$ cat config.mk
export PLATFORM = sky130hd
export DESIGN_NAME = cpu_ctl_core
export DESIGN_NICKNAME = d
export VERILOG_FILES = /design/src/cpu_ctl_pkg.sv /design/src/cpu_ctl_core.sv
export SDC_FILE = /design/constraint.sdc
export NUM_CORES = 1
export LEC_CHECK = 0
export BUFFER_PORTS_ARGS = -buffer_cell sky130_fd_sc_hd__buf_2
export CORE_MARGIN = 2
export CORE_UTILIZATION = 30
export CTS_CLUSTER_DIAMETER = 50
export DETAILED_ROUTE_END_ITERATION = 8
export GPL_TIMING_DRIVEN = 0
export SYNTH_ARGS = -nofsm -noshare
export SYNTH_HDL_FRONTEND = slang
export SYNTH_SLANG_ARGS = --single-unit
$ cat constraint.sdc
create_clock -name clk_sys -period 6.05 [get_ports clk_sys]
set_clock_uncertainty 0.1 [all_clocks]
set_input_delay 0.605 -clock clk_sys [delete_from_list [all_inputs] [get_ports clk_sys]]
set_output_delay 0.605 -clock clk_sys [all_outputs]
set_load 0.03 [all_outputs]
$ cat src/cpu_ctl_pkg.sv
// Package for the CPU control and general register core.
// Assumes one clock and an APB master in the surrounding system.
package cpu_ctl_pkg;
    // ------------------------------------------------------------
    // Data memory map
    // ------------------------------------------------------------
    localparam logic [15:0] EXP_RAM_LO = 16'hF400;  // Expansion RAM
    localparam logic [15:0] EXP_RAM_HI = 16'hF7FF;
    localparam logic [15:0] GAP_LO     = 16'hF000;  // Unusable gap above 60 KB store
    localparam logic [15:0] GAP_HI     = 16'hF3FF;
    localparam logic [15:0] HSRAM_LO   = 16'hFB00;  // High-speed RAM
    localparam logic [15:0] HSRAM_HI   = 16'hFEFF;
    localparam logic [15:0] GPR_LO     = 16'hFEE0;  // Register banks
    localparam logic [15:0] SFR_LO     = 16'hFF00;  // Peripheral window
    localparam logic [15:0] ROM_60K_HI = 16'hEFFF;  // Store limit, 60 KB
    localparam logic [15:0] ROM_56K_HI = 16'hDFFF;  // Store limit, 56 KB
    localparam logic [15:0] VEC_ADDR   = 16'h0000;  // Reset vector low
    // ------------------------------------------------------------
    // Status word layout and reset value
    // ------------------------------------------------------------
    localparam int         IE_BIT   = 7;
    localparam int         Z_BIT    = 6;
    localparam int         BANK_SELECT_HIGH_BIT = 5;
    localparam int         AC_BIT   = 4;
    localparam int         BANK_SELECT_LOW_BIT = 3;
    localparam int         ISP_BIT  = 1;
    localparam int         CY_BIT   = 0;
    localparam logic [7:0] PSW_RST  = 8'h02;
    // ------------------------------------------------------------
    // APB register offsets and reset values
    // ------------------------------------------------------------
    localparam logic [11:0] OFS_PC   = 12'h000;
    localparam logic [11:0] OFS_PSW  = 12'h004;
    localparam logic [11:0] OFS_SP   = 12'h008;
    localparam logic [11:0] OFS_MM   = 12'h00C;  // Bit 0: external on
    localparam logic [11:0] OFS_IMS  = 12'h010;  // Bit 0: store is 60 KB
    localparam logic [11:0] OFS_GPR  = 12'h080;  // 32 words, one byte each
    localparam logic [7:0]  MM_RST   = 8'h00;
    localparam logic [7:0]  IMS_RST  = 8'h01;
    // ------------------------------------------------------------
    // Types
    // ------------------------------------------------------------
    typedef enum logic [3:0] {
        OP_NONE, OP_ADVANCE, OP_BRANCH, OP_PUSH_STATUS_INSTRUCTION, OP_POP_STATUS_INSTRUCTION,
        OP_IRQ_ACCEPT, OP_RETURN, OP_EI, OP_DI, OP_SEL_BANK,
        OP_ADD, OP_SUB, OP_SET_CARRY, OP_LOAD_SP
    } op_t;
    typedef enum logic [2:0] {
        REG_ROM, REG_EXP_RAM, REG_UNUSABLE, REG_EXTERNAL,
        REG_HSRAM, REG_GPR, REG_SFR, REG_NONE
    } region_t;
    typedef enum logic {MODE_BOOT, MODE_RUN} mode_t;
    typedef struct packed {
        op_t         code;   // Operation this cycle
        logic [2:0]  len;    // Instruction byte length
        logic [15:0] data;   // Branch target, vector, bank, bit
        logic [7:0]  a;      // Arithmetic operand a
        logic [7:0]  b;      // Arithmetic operand b
    } core_op_t;
    typedef struct packed {
        logic        we;     // Write strobe
        logic        pair;   // 16-bit pair access
        logic [2:0]  idx;    // Register index, pair uses idx[2:1]
        logic [15:0] wdata;  // Write data
    } gpr_req_t;
    typedef struct packed {
        logic        psel;
        logic        penable;
        logic        pwrite;
        logic [11:0] paddr;
        logic [31:0] pwdata;
    } apb_req_t;
    typedef struct packed {
        logic        we;     // One-cycle stack write strobe
        logic [15:0] addr;   // Stack write address
        logic [7:0]  wdata;  // Byte saved
    } stk_wr_t;
endpackage
$ cat src/cpu_ctl_core.sv
// CPU control registers, register banks and data memory decoder.
// Assumes a stack memory that reads combinationally at stack_rd_addr,
// program memory bytes at the reset vector on vec_lo and vec_hi.
//
// Overview of operation
// - Expansion RAM decoded at F400H-F7FFH
// - Peripheral registers in FF00H-FFFFH window
// - External space only when expansion mode enabled
// - F000H-F3FFH unusable at 60 KB, else external when expansion mode enabled
// - Whole 64 KB data; special modes FB00H up
// - Counter advances by length or loads target
// - Reset loads counter from vector 0000H/0001H
// - Vector low byte even, high byte odd
// - Status pushed on accept/push, popped on return
// - Reset sets status word to 02H
// - Enable flag low blocks all but non-maskable
// - Enable cleared by disable/accept, set by enable
// - Zero flag follows zero result
// - Bank field set by select, steers registers
// - Aux carry on carry/borrow at bit 3
// - Priority flag low blocks low-priority requests
// - Carry from add/sub, rotate, bit accumulator
// - Pointer decrements before write, increments after read
// - Four banks of eight bytes at FEE0H-FEFFH
// - Peripheral access 1/8/16 bit, 16 even only
//
// The implementer's own choices: the placing of the registers and the APB register port.
`timescale 1ns/1ns
module cpu_ctl_core
    import cpu_ctl_pkg::*;
(
    input  wire logic        clk_sys,
    input  wire logic        rst,
    input  wire apb_req_t    apb,
    output logic [31:0]      prdata,
    output logic             pready,
    output logic             pslverr,
    input  wire core_op_t    op,
    input  wire logic [7:0]  vec_lo,
    input  wire logic [7:0]  vec_hi,
    input  wire logic [7:0]  stack_rdata,
    output logic [15:0]      stack_rd_addr,
    output stk_wr_t          stk_wr,
    output logic [15:0]      pc_out,
    output logic [7:0]       psw_out,
    output logic [15:0]      alu_result,
    input  wire gpr_req_t    gpr_req,
    output logic [15:0]      gpr_rdata,
    input  wire logic        irq_req,
    input  wire logic        irq_low_prio,
    input  wire logic        irq_nmi,
    output logic             irq_grant,
    input  wire logic [15:0] mem_addr,
    input  wire logic [1:0]  mem_width,
    output region_t          mem_region,
    output logic             sfr_misaligned,
    output logic             special_mode_ok
);
    // ------------------------------------------------------------
    // State
    // ------------------------------------------------------------
    typedef struct packed {
        mode_t           mode;     // Boot then run
        logic [15:0]     pc;       // Program counter
        logic [7:0]      program_status_word;      // Program status word
        logic [15:0]     sp;       // Stack pointer
        logic [7:0]      mm;       // Expansion mode register
        logic [7:0]      memory_size_switch_reg;      // Memory size register
        logic [31:0][7:0] gpr;     // Four banks of eight bytes
        stk_wr_t         stk;      // Registered stack write
        logic [31:0]     rdata;    // APB read data
        logic            err;      // APB error for this transfer
        logic [15:0]     alu;      // Last arithmetic result
    } state_t;

    state_t state;
    state_t next_state;

    // ------------------------------------------------------------
    // Functions
    // ------------------------------------------------------------
    // Array index of a register in a bank; bank 0 at top slot
    function automatic logic [4:0] gpr_index(input logic [1:0] bank,
                                             input logic [2:0] idx);
        gpr_index = {2'(2'd3 - bank), idx};
    endfunction

    // Bank field of a status word
    function automatic logic [1:0] bank_of(input logic [7:0] program_status_word);
        bank_of = {program_status_word[BANK_SELECT_HIGH_BIT], program_status_word[BANK_SELECT_LOW_BIT]};
    endfunction

    // Sum or difference with carry, aux carry and zero
    function automatic logic [10:0] alu_calc(input logic [7:0] a,
                                             input logic [7:0] b,
                                             input logic sub);
        logic [8:0] full;
        logic       ac;
        full = 9'h000;
        ac   = 1'b0;
        if (sub) begin
            full = {1'b0, a} - {1'b0, b};
            ac   = a[3:0] < b[3:0];
        end else begin
            full = {1'b0, a} + {1'b0, b};
            ac   = ({1'b0, a[3:0]} + {1'b0, b[3:0]}) > 5'h0F;
        end
        alu_calc = {full[8], ac, full[7:0] == 8'h00, full[7:0]};
    endfunction

    // Region of a data address
    function automatic region_t decode(input logic [15:0] a,
                                       input logic [7:0] mm,
                                       input logic [7:0] memory_size_switch_reg);
        logic [15:0] rom_hi;
        rom_hi = memory_size_switch_reg[0] ? ROM_60K_HI : ROM_56K_HI;
        if (a >= SFR_LO) begin
            decode = REG_SFR;
        end else if (a >= GPR_LO) begin
            decode = REG_GPR;
        end else if (a >= HSRAM_LO) begin
            decode = REG_HSRAM;
        end else if (a >= EXP_RAM_LO && a <= EXP_RAM_HI) begin
            decode = REG_EXP_RAM;
        end else if (a <= rom_hi) begin
            decode = REG_ROM;
        end else if (memory_size_switch_reg[0] && a >= GAP_LO && a <= GAP_HI) begin
            decode = REG_UNUSABLE;
        end else if (mm[0] && a < HSRAM_LO) begin
            decode = REG_EXTERNAL;
        end else begin
            decode = REG_NONE;
        end
    endfunction

    // ------------------------------------------------------------
    // Combinational views
    // ------------------------------------------------------------
    logic        apb_wr;    // APB write in its access phase
    logic        apb_setup; // APB setup cycle
    logic [10:0] alu_now;   // Arithmetic of this cycle
    logic [4:0]  gpr_base;  // Index of even register of idx's pair in current bank

    assign apb_wr    = apb.psel & apb.penable & apb.pwrite;
    assign apb_setup = apb.psel & ~apb.penable;
    assign alu_now   = alu_calc(op.a, op.b, op.code == OP_SUB);
    assign gpr_base  = gpr_index(bank_of(state.program_status_word),
                                 {gpr_req.idx[2:1], 1'b0});

    // Slave answers in the access phase at once
    assign pready  = apb.psel & apb.penable;
    assign pslverr = pready & state.err;
    assign prdata  = state.rdata;

    // Register outputs
    assign pc_out        = state.pc;
    assign psw_out       = state.program_status_word;
    assign stk_wr        = state.stk;
    assign alu_result    = state.alu;
    assign stack_rd_addr = state.sp;

    // Single byte or pair, even register low byte
    assign gpr_rdata = gpr_req.pair ?
        {state.gpr[gpr_base + 5'd1], state.gpr[gpr_base]} :
        {8'h00, state.gpr[gpr_base | {4'b0000, gpr_req.idx[0]}]};

    // Interrupt acceptance gate
    always_comb begin
        irq_grant = irq_nmi;
        if (state.program_status_word[IE_BIT] && irq_req) begin
            if (state.program_status_word[ISP_BIT] || !irq_low_prio) begin
                irq_grant = 1'b1;
            end
        end
    end

    // Address decoding for the data memory
    always_comb begin
        mem_region      = decode(mem_addr, state.mm, state.memory_size_switch_reg);
        special_mode_ok = mem_addr >= HSRAM_LO;
        sfr_misaligned  = (mem_region == REG_SFR) &&
                          (mem_width == 2'd2) && mem_addr[0];
    end

    // ------------------------------------------------------------
    // Next state
    // ------------------------------------------------------------
    always_comb begin
        next_state        = state;
        next_state.stk.we = 1'b0;
        // Core operations once running
        if (state.mode == MODE_BOOT) begin
            next_state.pc   = {vec_hi, vec_lo};
            next_state.mode = MODE_RUN;
        end else begin
            unique case (op.code)
                OP_NONE: begin
                end
                OP_ADVANCE: begin
                    next_state.pc = state.pc + {13'h0000, op.len};
                end
                OP_BRANCH: begin
                    next_state.pc = op.data;
                end
                OP_PUSH_STATUS_INSTRUCTION: begin
                    next_state.sp        = state.sp - 16'h0001;
                    next_state.stk.we    = 1'b1;
                    next_state.stk.addr  = state.sp - 16'h0001;
                    next_state.stk.wdata = state.program_status_word;
                end
                OP_IRQ_ACCEPT: begin
                    next_state.sp        = state.sp - 16'h0001;
                    next_state.stk.we    = 1'b1;
                    next_state.stk.addr  = state.sp - 16'h0001;
                    next_state.stk.wdata = state.program_status_word;
                    next_state.program_status_word[IE_BIT] = 1'b0;
                    next_state.pc        = op.data;
                end
                OP_POP_STATUS_INSTRUCTION, OP_RETURN: begin
                    next_state.program_status_word = stack_rdata;
                    next_state.sp  = state.sp + 16'h0001;
                end
                OP_EI: begin
                    next_state.program_status_word[IE_BIT] = 1'b1;
                end
                OP_DI: begin
                    next_state.program_status_word[IE_BIT] = 1'b0;
                end
                OP_SEL_BANK: begin
                    next_state.program_status_word[BANK_SELECT_HIGH_BIT] = op.data[1];
                    next_state.program_status_word[BANK_SELECT_LOW_BIT] = op.data[0];
                end
                OP_ADD, OP_SUB: begin
                    next_state.program_status_word[CY_BIT] = alu_now[10];
                    next_state.program_status_word[AC_BIT] = alu_now[9];
                    next_state.program_status_word[Z_BIT]  = alu_now[8];
                    next_state.alu         = {8'h00, alu_now[7:0]};
                end
                OP_SET_CARRY: begin
                    // Rotate shift-out or bit accumulator result
                    next_state.program_status_word[CY_BIT] = op.data[0];
                end
                OP_LOAD_SP: begin
                    next_state.sp = op.data;
                end
                default: begin
                end
            endcase
        end
        // Register bank writes in the selected bank
        if (gpr_req.we) begin
            if (gpr_req.pair) begin
                next_state.gpr[gpr_base]        = gpr_req.wdata[7:0];
                next_state.gpr[gpr_base + 5'd1] = gpr_req.wdata[15:8];
            end else begin
                next_state.gpr[gpr_base | {4'b0000, gpr_req.idx[0]}] =
                    gpr_req.wdata[7:0];
            end
        end
        // APB read data captured in the setup cycle
        if (apb_setup) begin
            next_state.rdata = 32'h0000_0000;
            next_state.err   = 1'b0;
            if (apb.paddr[11:7] == OFS_GPR[11:7] && apb.paddr[1:0] == 2'b00) begin
                next_state.rdata = {24'h000000, state.gpr[apb.paddr[6:2]]};
            end else begin
                unique case (apb.paddr)
                    OFS_PC:  next_state.rdata = {16'h0000, state.pc};
                    OFS_PSW: next_state.rdata = {24'h000000, state.program_status_word};
                    OFS_SP:  next_state.rdata = {16'h0000, state.sp};
                    OFS_MM:  next_state.rdata = {24'h000000, state.mm};
                    OFS_IMS: next_state.rdata = {24'h000000, state.memory_size_switch_reg};
                    default: next_state.err = 1'b1;
                endcase
            end
        end
        // APB writes win over core updates of the same register
        if (apb_wr && !state.err) begin
            if (apb.paddr[11:7] == OFS_GPR[11:7]) begin
                next_state.gpr[apb.paddr[6:2]] = apb.pwdata[7:0];
            end else begin
                unique case (apb.paddr)
                    OFS_PC:  next_state.pc  = apb.pwdata[15:0];
                    OFS_PSW: next_state.program_status_word = apb.pwdata[7:0];
                    OFS_SP:  next_state.sp  = apb.pwdata[15:0];
                    OFS_MM:  next_state.mm  = apb.pwdata[7:0];
                    OFS_IMS: next_state.memory_size_switch_reg = apb.pwdata[7:0];
                    default: begin
                    end
                endcase
            end
        end
    end

    // ------------------------------------------------------------
    // State register
    // ------------------------------------------------------------
    always_ff @(posedge clk_sys) begin
        if (rst) begin
            state      <= '0;
            state.mode <= MODE_BOOT;
            state.program_status_word  <= PSW_RST;
            state.mm   <= MM_RST;
            state.memory_size_switch_reg  <= IMS_RST;
        end else begin
            state <= next_state;
        end
    end

    logic run_op; // Core op that APB does not override
    assign run_op = state.mode == MODE_RUN && !apb_wr;
endmodule

# [Yosys cells after proc, flatten, opt, wreduce, memory -nomap -nowiden]
# Index checks and enable logic that the tools add are counted.
[word_totals] reg_bits=379 in_bits=154 out_inout_bits=137 word_cells=193
[op_classes] n_addsub=8 magnitude_cmp=19 n_eq_ne=20 mux=64 n_bitwise=8 reduce_logical=30
[ops] op="$bwmux 256" count=4
[ops] op="$mux 256" count=3
[ops] op="$mux 387" count=1
[ops] op="$mux 312" count=1
[ops] op="$bmux 8 s5" count=3
[ops] op="$demux 8 s5" count=3
[ops] op="$mux 8" count=13
[ops] op="$ge 16x16->1 const B" count=5
[ops] op="$pmux 16 s5" count=1
[ops] op="$mux 16" count=4
[ops] op="$mux 56" count=1
[ops] op="$mux 25" count=2
[ops] op="$pmux 16 s3" count=1
[ops] op="$mux 33" count=1
[ops] op="$bmux 8 s4" count=1
[ops] op="$demux 8 s4" count=1
[ops] op="$le 16x16->1 const B" count=2
[ops] op="$mux 32" count=1
[ops] op="$pmux 16 s2" count=1
[ops] op="$eq 12x4->1 const B" count=2
[ops] op="$eq 4x4->1 const B" count=6
[ops] op="$lt 5x6->1 const B" count=4
[ops] op="$mux 24" count=1
[ops] op="$mux 3" count=7
[ops] op="other kinds (40)" count=80

# [Longest topological paths before layout]
[logic_depth] ltp_word=13 mapped_depth=13 ltp_nobuf=12

# [Worst setup path before layout]
# OpenSTA, ideal clock, no wires.
[synth_timing] path_type="input -> output" from="input port mem_addr[13]" to="output port sfr_misaligned" t_arrival_ps=3046 required_ps=5345 slack_ps=2299 cell_stages=6 cell_sequence="ha_1 -> nand4_1 -> nor4_1 -> or3_1 -> o31ai_1 -> nor3b_1"
[synth_between] elab_chain_len=12
[synth_lines] item="start: declaration" line="cpu_ctl_core.sv:53" rtl="input wire logic [15:0] mem_addr,"
[synth_lines] item="$lt 16x16->1 or $ge 16x16->1 (tied branches)" line="cpu_ctl_core.sv:129, cpu_ctl_core.sv:127"
[synth_lines] item="$logic_and 1x1->1, on equally long branches" line="cpu_ctl_core.sv:129, cpu_ctl_core.sv:127"
[synth_lines] item="$mux 3 or $logic_and 1x1->1 (tied branches)" line="cpu_ctl_core.sv:129, cpu_ctl_core.sv:127"
[synth_lines] item="$mux 3" line="cpu_ctl_core.sv:127" rtl="end else if (memory_size_switch_reg[0] && a >= GAP_LO && a <= GAP_HI) begin"
[synth_lines] item="$mux 3" line="cpu_ctl_core.sv:125" rtl="end else if (a <= rom_hi) begin"
[synth_lines] item="$mux 3" line="cpu_ctl_core.sv:123" rtl="end else if (a >= EXP_RAM_LO && a <= EXP_RAM_HI) begin"
[synth_lines] item="$mux 3" line="cpu_ctl_core.sv:121" rtl="end else if (a >= HSRAM_LO) begin"
[synth_lines] item="$mux 3" line="cpu_ctl_core.sv:119" rtl="end else if (a >= GPR_LO) begin"
[synth_lines] item="$mux 3 (*)" line="cpu_ctl_core.sv:117" rtl="if (a >= SFR_LO) begin"
[synth_lines] item="net mem_region[2]" line="cpu_ctl_core.sv:55" rtl="output region_t mem_region,"
[synth_lines] item="$eq 3x3->1 (*)" line="cpu_ctl_core.sv:181" rtl="sfr_misaligned = (mem_region == REG_SFR) &&"
[synth_lines] item="$logic_and 1x1->1 (*)" line="cpu_ctl_core.sv:181"
[synth_lines] item="$logic_and 1x1->1 (*)" line="cpu_ctl_core.sv:182" rtl="(mem_width == 2'd2) && mem_addr[0];"
[synth_lines] item="end: declaration" line="cpu_ctl_core.sv:56" rtl="output logic sfr_misaligned,"
# Mark *: on every way through the listed nets, which the timed path passes. The rest lies on a longest branch.

# [Worst setup path in the final report]
[layout_timing] from="register state (netlist bit psw_out[5])" to="output port gpr_rdata[6]"
[layout_between] elab_chain_len=5
[layout_lines] item="start: declaration" line="cpu_ctl_core.sv:76" rtl="state_t state;"
[layout_lines] item="start signal: assignment" line="cpu_ctl_core.sv:306" rtl="state <= next_state;"
[layout_lines] item="$sub 2x2->2 (*)" line="cpu_ctl_core.sv:85" rtl="gpr_index = {2'(2'd3 - bank), idx};"
[layout_lines] item="$or 5x1->5" line="cpu_ctl_core.sv:165" rtl="{8'h00, state.gpr[gpr_base | {4'b0000, gpr_req.idx[0]}]};"
[layout_lines] item="$bmux 8 s5" line="cpu_ctl_core.sv:165"
[layout_lines] item="$mux 8 (not written as such)" line="cpu_ctl_core.sv:165"
[layout_lines] item="$mux 16 (*)" line="cpu_ctl_core.sv:163" rtl="assign gpr_rdata = gpr_req.pair ?"
[layout_lines] item="end: declaration" line="cpu_ctl_core.sv:48" rtl="output logic [15:0] gpr_rdata,"
# Mark *: on every way between the ends. The rest lies on a longest branch, timed or not. The select of a mux whose other input is x is not followed.

==> flow_summary.toml <==
[outcome]
status = "complete, but fails checks"
violations = "capacitance limit, slew limit"

[cells_and_area]
final_cell_area_um2 = 29800
drive_gt1_share_pct = 24.4
fillers = 8643
nets = 3320
syn2layout_area_growth_pct = 17.6

[routing]
drc = 0
antenna_left = 0
drt-pass1-iter-count = 6
drt_iter0_drc = 4550
wl_met1_mm = 55.6
wl_met2_mm = 62.2
routed.top_layer = "met5"
vias_per_cell = 6.57
met3_length_mm = 19.3
wirelength_mm = 148
detail_route.wl_per_cell_um = 34.7
dr_total_vias = 28100

[worst_hold_path]
worst_hold_path_type = "in -> reg"
hold_start = "apb[14]"

[grt]
gr-total-overflow = 0
antenna_found_initial = 10
track_usage_pct = 33.1
grt_pass1_vias = 25500
grt_max_degree = 16
grt_pass1_wl_mm = 202

[sta]
period_needed_ps = 4930
setup_viol_count_final = 0
rsz0062_at_grt = "false"
finalSetupTns_ps = 0
slew_viol_final = 10
whs_ps = 111
hold_viol = 0
fmax_ghz = 0.203
worst_slew_pin_slew_ps = 1620
post-route-period-util_pct = 81.5
relSlewSlack_pct = -8.68

[pwr]
leakagePower_nw = 10.7
p_per_area_nw_per_um2 = 233
finalPower_w = 0.00694
ir_drop_mv = 0.188

[clocking]
clock_latency_ps = 660
cts_root_buf = "clkbuf_16"
clock_sinks = 363
cts_buffer_depth = 3
cts_tree = "done"
path_clk_slew_ps = 60
holdBufCountCts = 0
post_cts_buffers = 0
h-tree-depth = 2
ctsResizeCount = 0
cts_buffers = 51

[place]
io_buffers = 226
dpl-instance-area_um2 = 27900
gp_congestion = 1.10
dp_hpwl_mm = 115

[worst_setup_path]
crit_type = "reg -> out"
crit_path_start_kind = "register"
rr_startpoint = "psw_out[3]$_SDFF_PP0_"
cp-end-kind = "primary output"
cp-startpoint = "psw_out[5]$_SDFF_PP0_"
cp_max_fo = 10
cp.required_ps = 5340
crit_arrival_ps = 4230

[die]
io_pins = 291
fp-row-count = 106
start_util_pct = 30.3
core_area_um2 = 83600
die_h_um = 294
die_area_um2 = 86700
die_x_um = 294

[synthesis]
postSynthCellCount = 2837
synthAdderAreaFrac_pct = 1.32
async_flop_share_pct = 0
synth_mux_area_share_pct = 22.3
synth_cell_types = 90
synth-compound-area-share_pct = 22.5
synth_xor_area_share_pct = 1.18
yosys-top-cells-area = "dfxtp_1 29%, mux4_2 18%, nand2_1 5.5%"
syn_area_um2 = 25300
synth_top_area_share_pct = 28.7
synthSimpleGateAreaFrac_pct = 15.6
ys_warn_count = 0
avgSynthCellArea_um2 = 8.92
ys_seq_area_share_pct = 28.7
synth_enable_flop_cells = 0
ys_ff_latch = 363
synth_top_family_by_area = "compound AO/OA/AOI/OAI gates"
yosysTopAreaCell = "dfxtp_1"
synth_ff_type = "dfxtp_1"

[run]
maxCapViolCount = 1
routing by layer:
layer,vias up,GRT usage (%)
met4,4,20.7
met5,-,0
met3,523,9.92
li1,11400,-
met1,13800,42.0
met2,2358,49.0
critical path: stages, from the launching register on:
cell and delay (ps):
dfxtp_1 460, buf_2 310, clkbuf_1 750, nand2_1 420, a211oi_1 570, a21oi_1 120, o21ai_0 390, o22a_1 300
buf_2 240
cells in the final DEF, fill, tap and decap left out, types with 12 or more instances in the layout:
cell type,n
nor3_1,38
inv_1,24
diode_2,12
buf_4,127
ha_1,22
nor2_1,268
a22oi_1,35
xnor2_1,26
o211ai_1,17
clkbuf_16,51
nor2b_1,23
nand3_1,47
a221oi_1,26
and2_1,21
clkbuf_1,145
dfxtp_1,363
buf_1,27
a21oi_1,217
nand4_1,14
o22ai_1,14
mux2_2,14
mux2i_1,97
a311oi_1,66
a211oi_1,96
mux4_2,199
o221ai_1,131
o21ai_0,116
nand2_1,372
and3_1,17
conb_1,24
buf_2,304
Yosys cell counts (all sizes together), types with 8 or more instances:
cell type / n
nand2: 373
dfxtp: 363
nor2: 279
buf: 236
a21oi: 218
mux4: 200
clkbuf: 141
o221ai: 131
o21ai: 117
mux2i: 97
a211oi: 96
a311oi: 67
nand3: 48
nor3: 43
a22oi: 35
a221oi: 26
xnor2: 26
inv: 24
nor2b: 23
ha: 22
and2: 21
and3: 18
o211ai: 17
mux2: 14
nand4: 14
o22ai: 14
nor4: 13
o22a: 11
a31oi: 10
nand2b: 10
nor3b: 10
a32oi: 8
o21a: 8
xor2: 8
cell type report:
class | count | area, um2 | share of cell area, %
Clock inverter | 31 | 422 | 1.42
Timing Repair Buffer | 228 | 1160 | 3.91
Buffer | 377 | 2030 | 6.82
Tap cell | 1080 | 1350 | 4.54
Antenna cell | 12 | 30.0 | 0.101
Sequential cell | 363 | 7270 | 24.4
Inverter | 25 | 93.8 | 0.315
Multi-Input combinational cell | 2095 | 16000 | 53.8
Clock buffer | 62 | 1380 | 4.63
worst paths after layout:
check | cells past startpoint | slack [ps] | endpoint
min reg2reg | 2 | 350 | state[339]$_SDFFE_PP0P_
min | 3 | 110 | pc_out[14]$_SDFF_PP0_
max | 8 | 1120 | gpr_rdata[6]
max reg2reg | 7 | 2600 | state[228]$_SDFF_PP0_
cells by family after synthesis:
group | count (synthesis)
AND/OR/NAND/NOR | 881
other | 1
multiplexers | 311
AO/OA/AOI/OAI | 820
XOR/XNOR | 34
adder cells (fa/ha/maj) | 25
flip-flops | 363
buffers and inverters | 402
report_power, final:
part	switching, W	internal [W]
Sequential	0.0000789	0.00244
Clock	0.00136	0.00188
Combinational	0.000810	0.000368
registers in the layout, summed over array words and instances, names as in the netlist:
| register | cells |
|---|---|
| stk_wr | 25 |
| stack_rd_addr | 16 |
| pc_out | 16 |
| prdata | 16 |
| psw_out | 8 |
| state | 274 |
| alu_result | 8 |
metrics by stage:
stage / cells / utilization [%] / setup WS, ps
after floorplan: 2860 / - / 2300
after global placement: 4166 / 33.4 / 1900
after detailed placement: 4167 / 33.4 / 1950
after CTS: 4260 / 35.6 / 1270
after global routing: 4263 / 35.6 / 1170
final: 4273 / 35.6 / 1120
No activity file was read; power rests on OpenSTA's default activity.
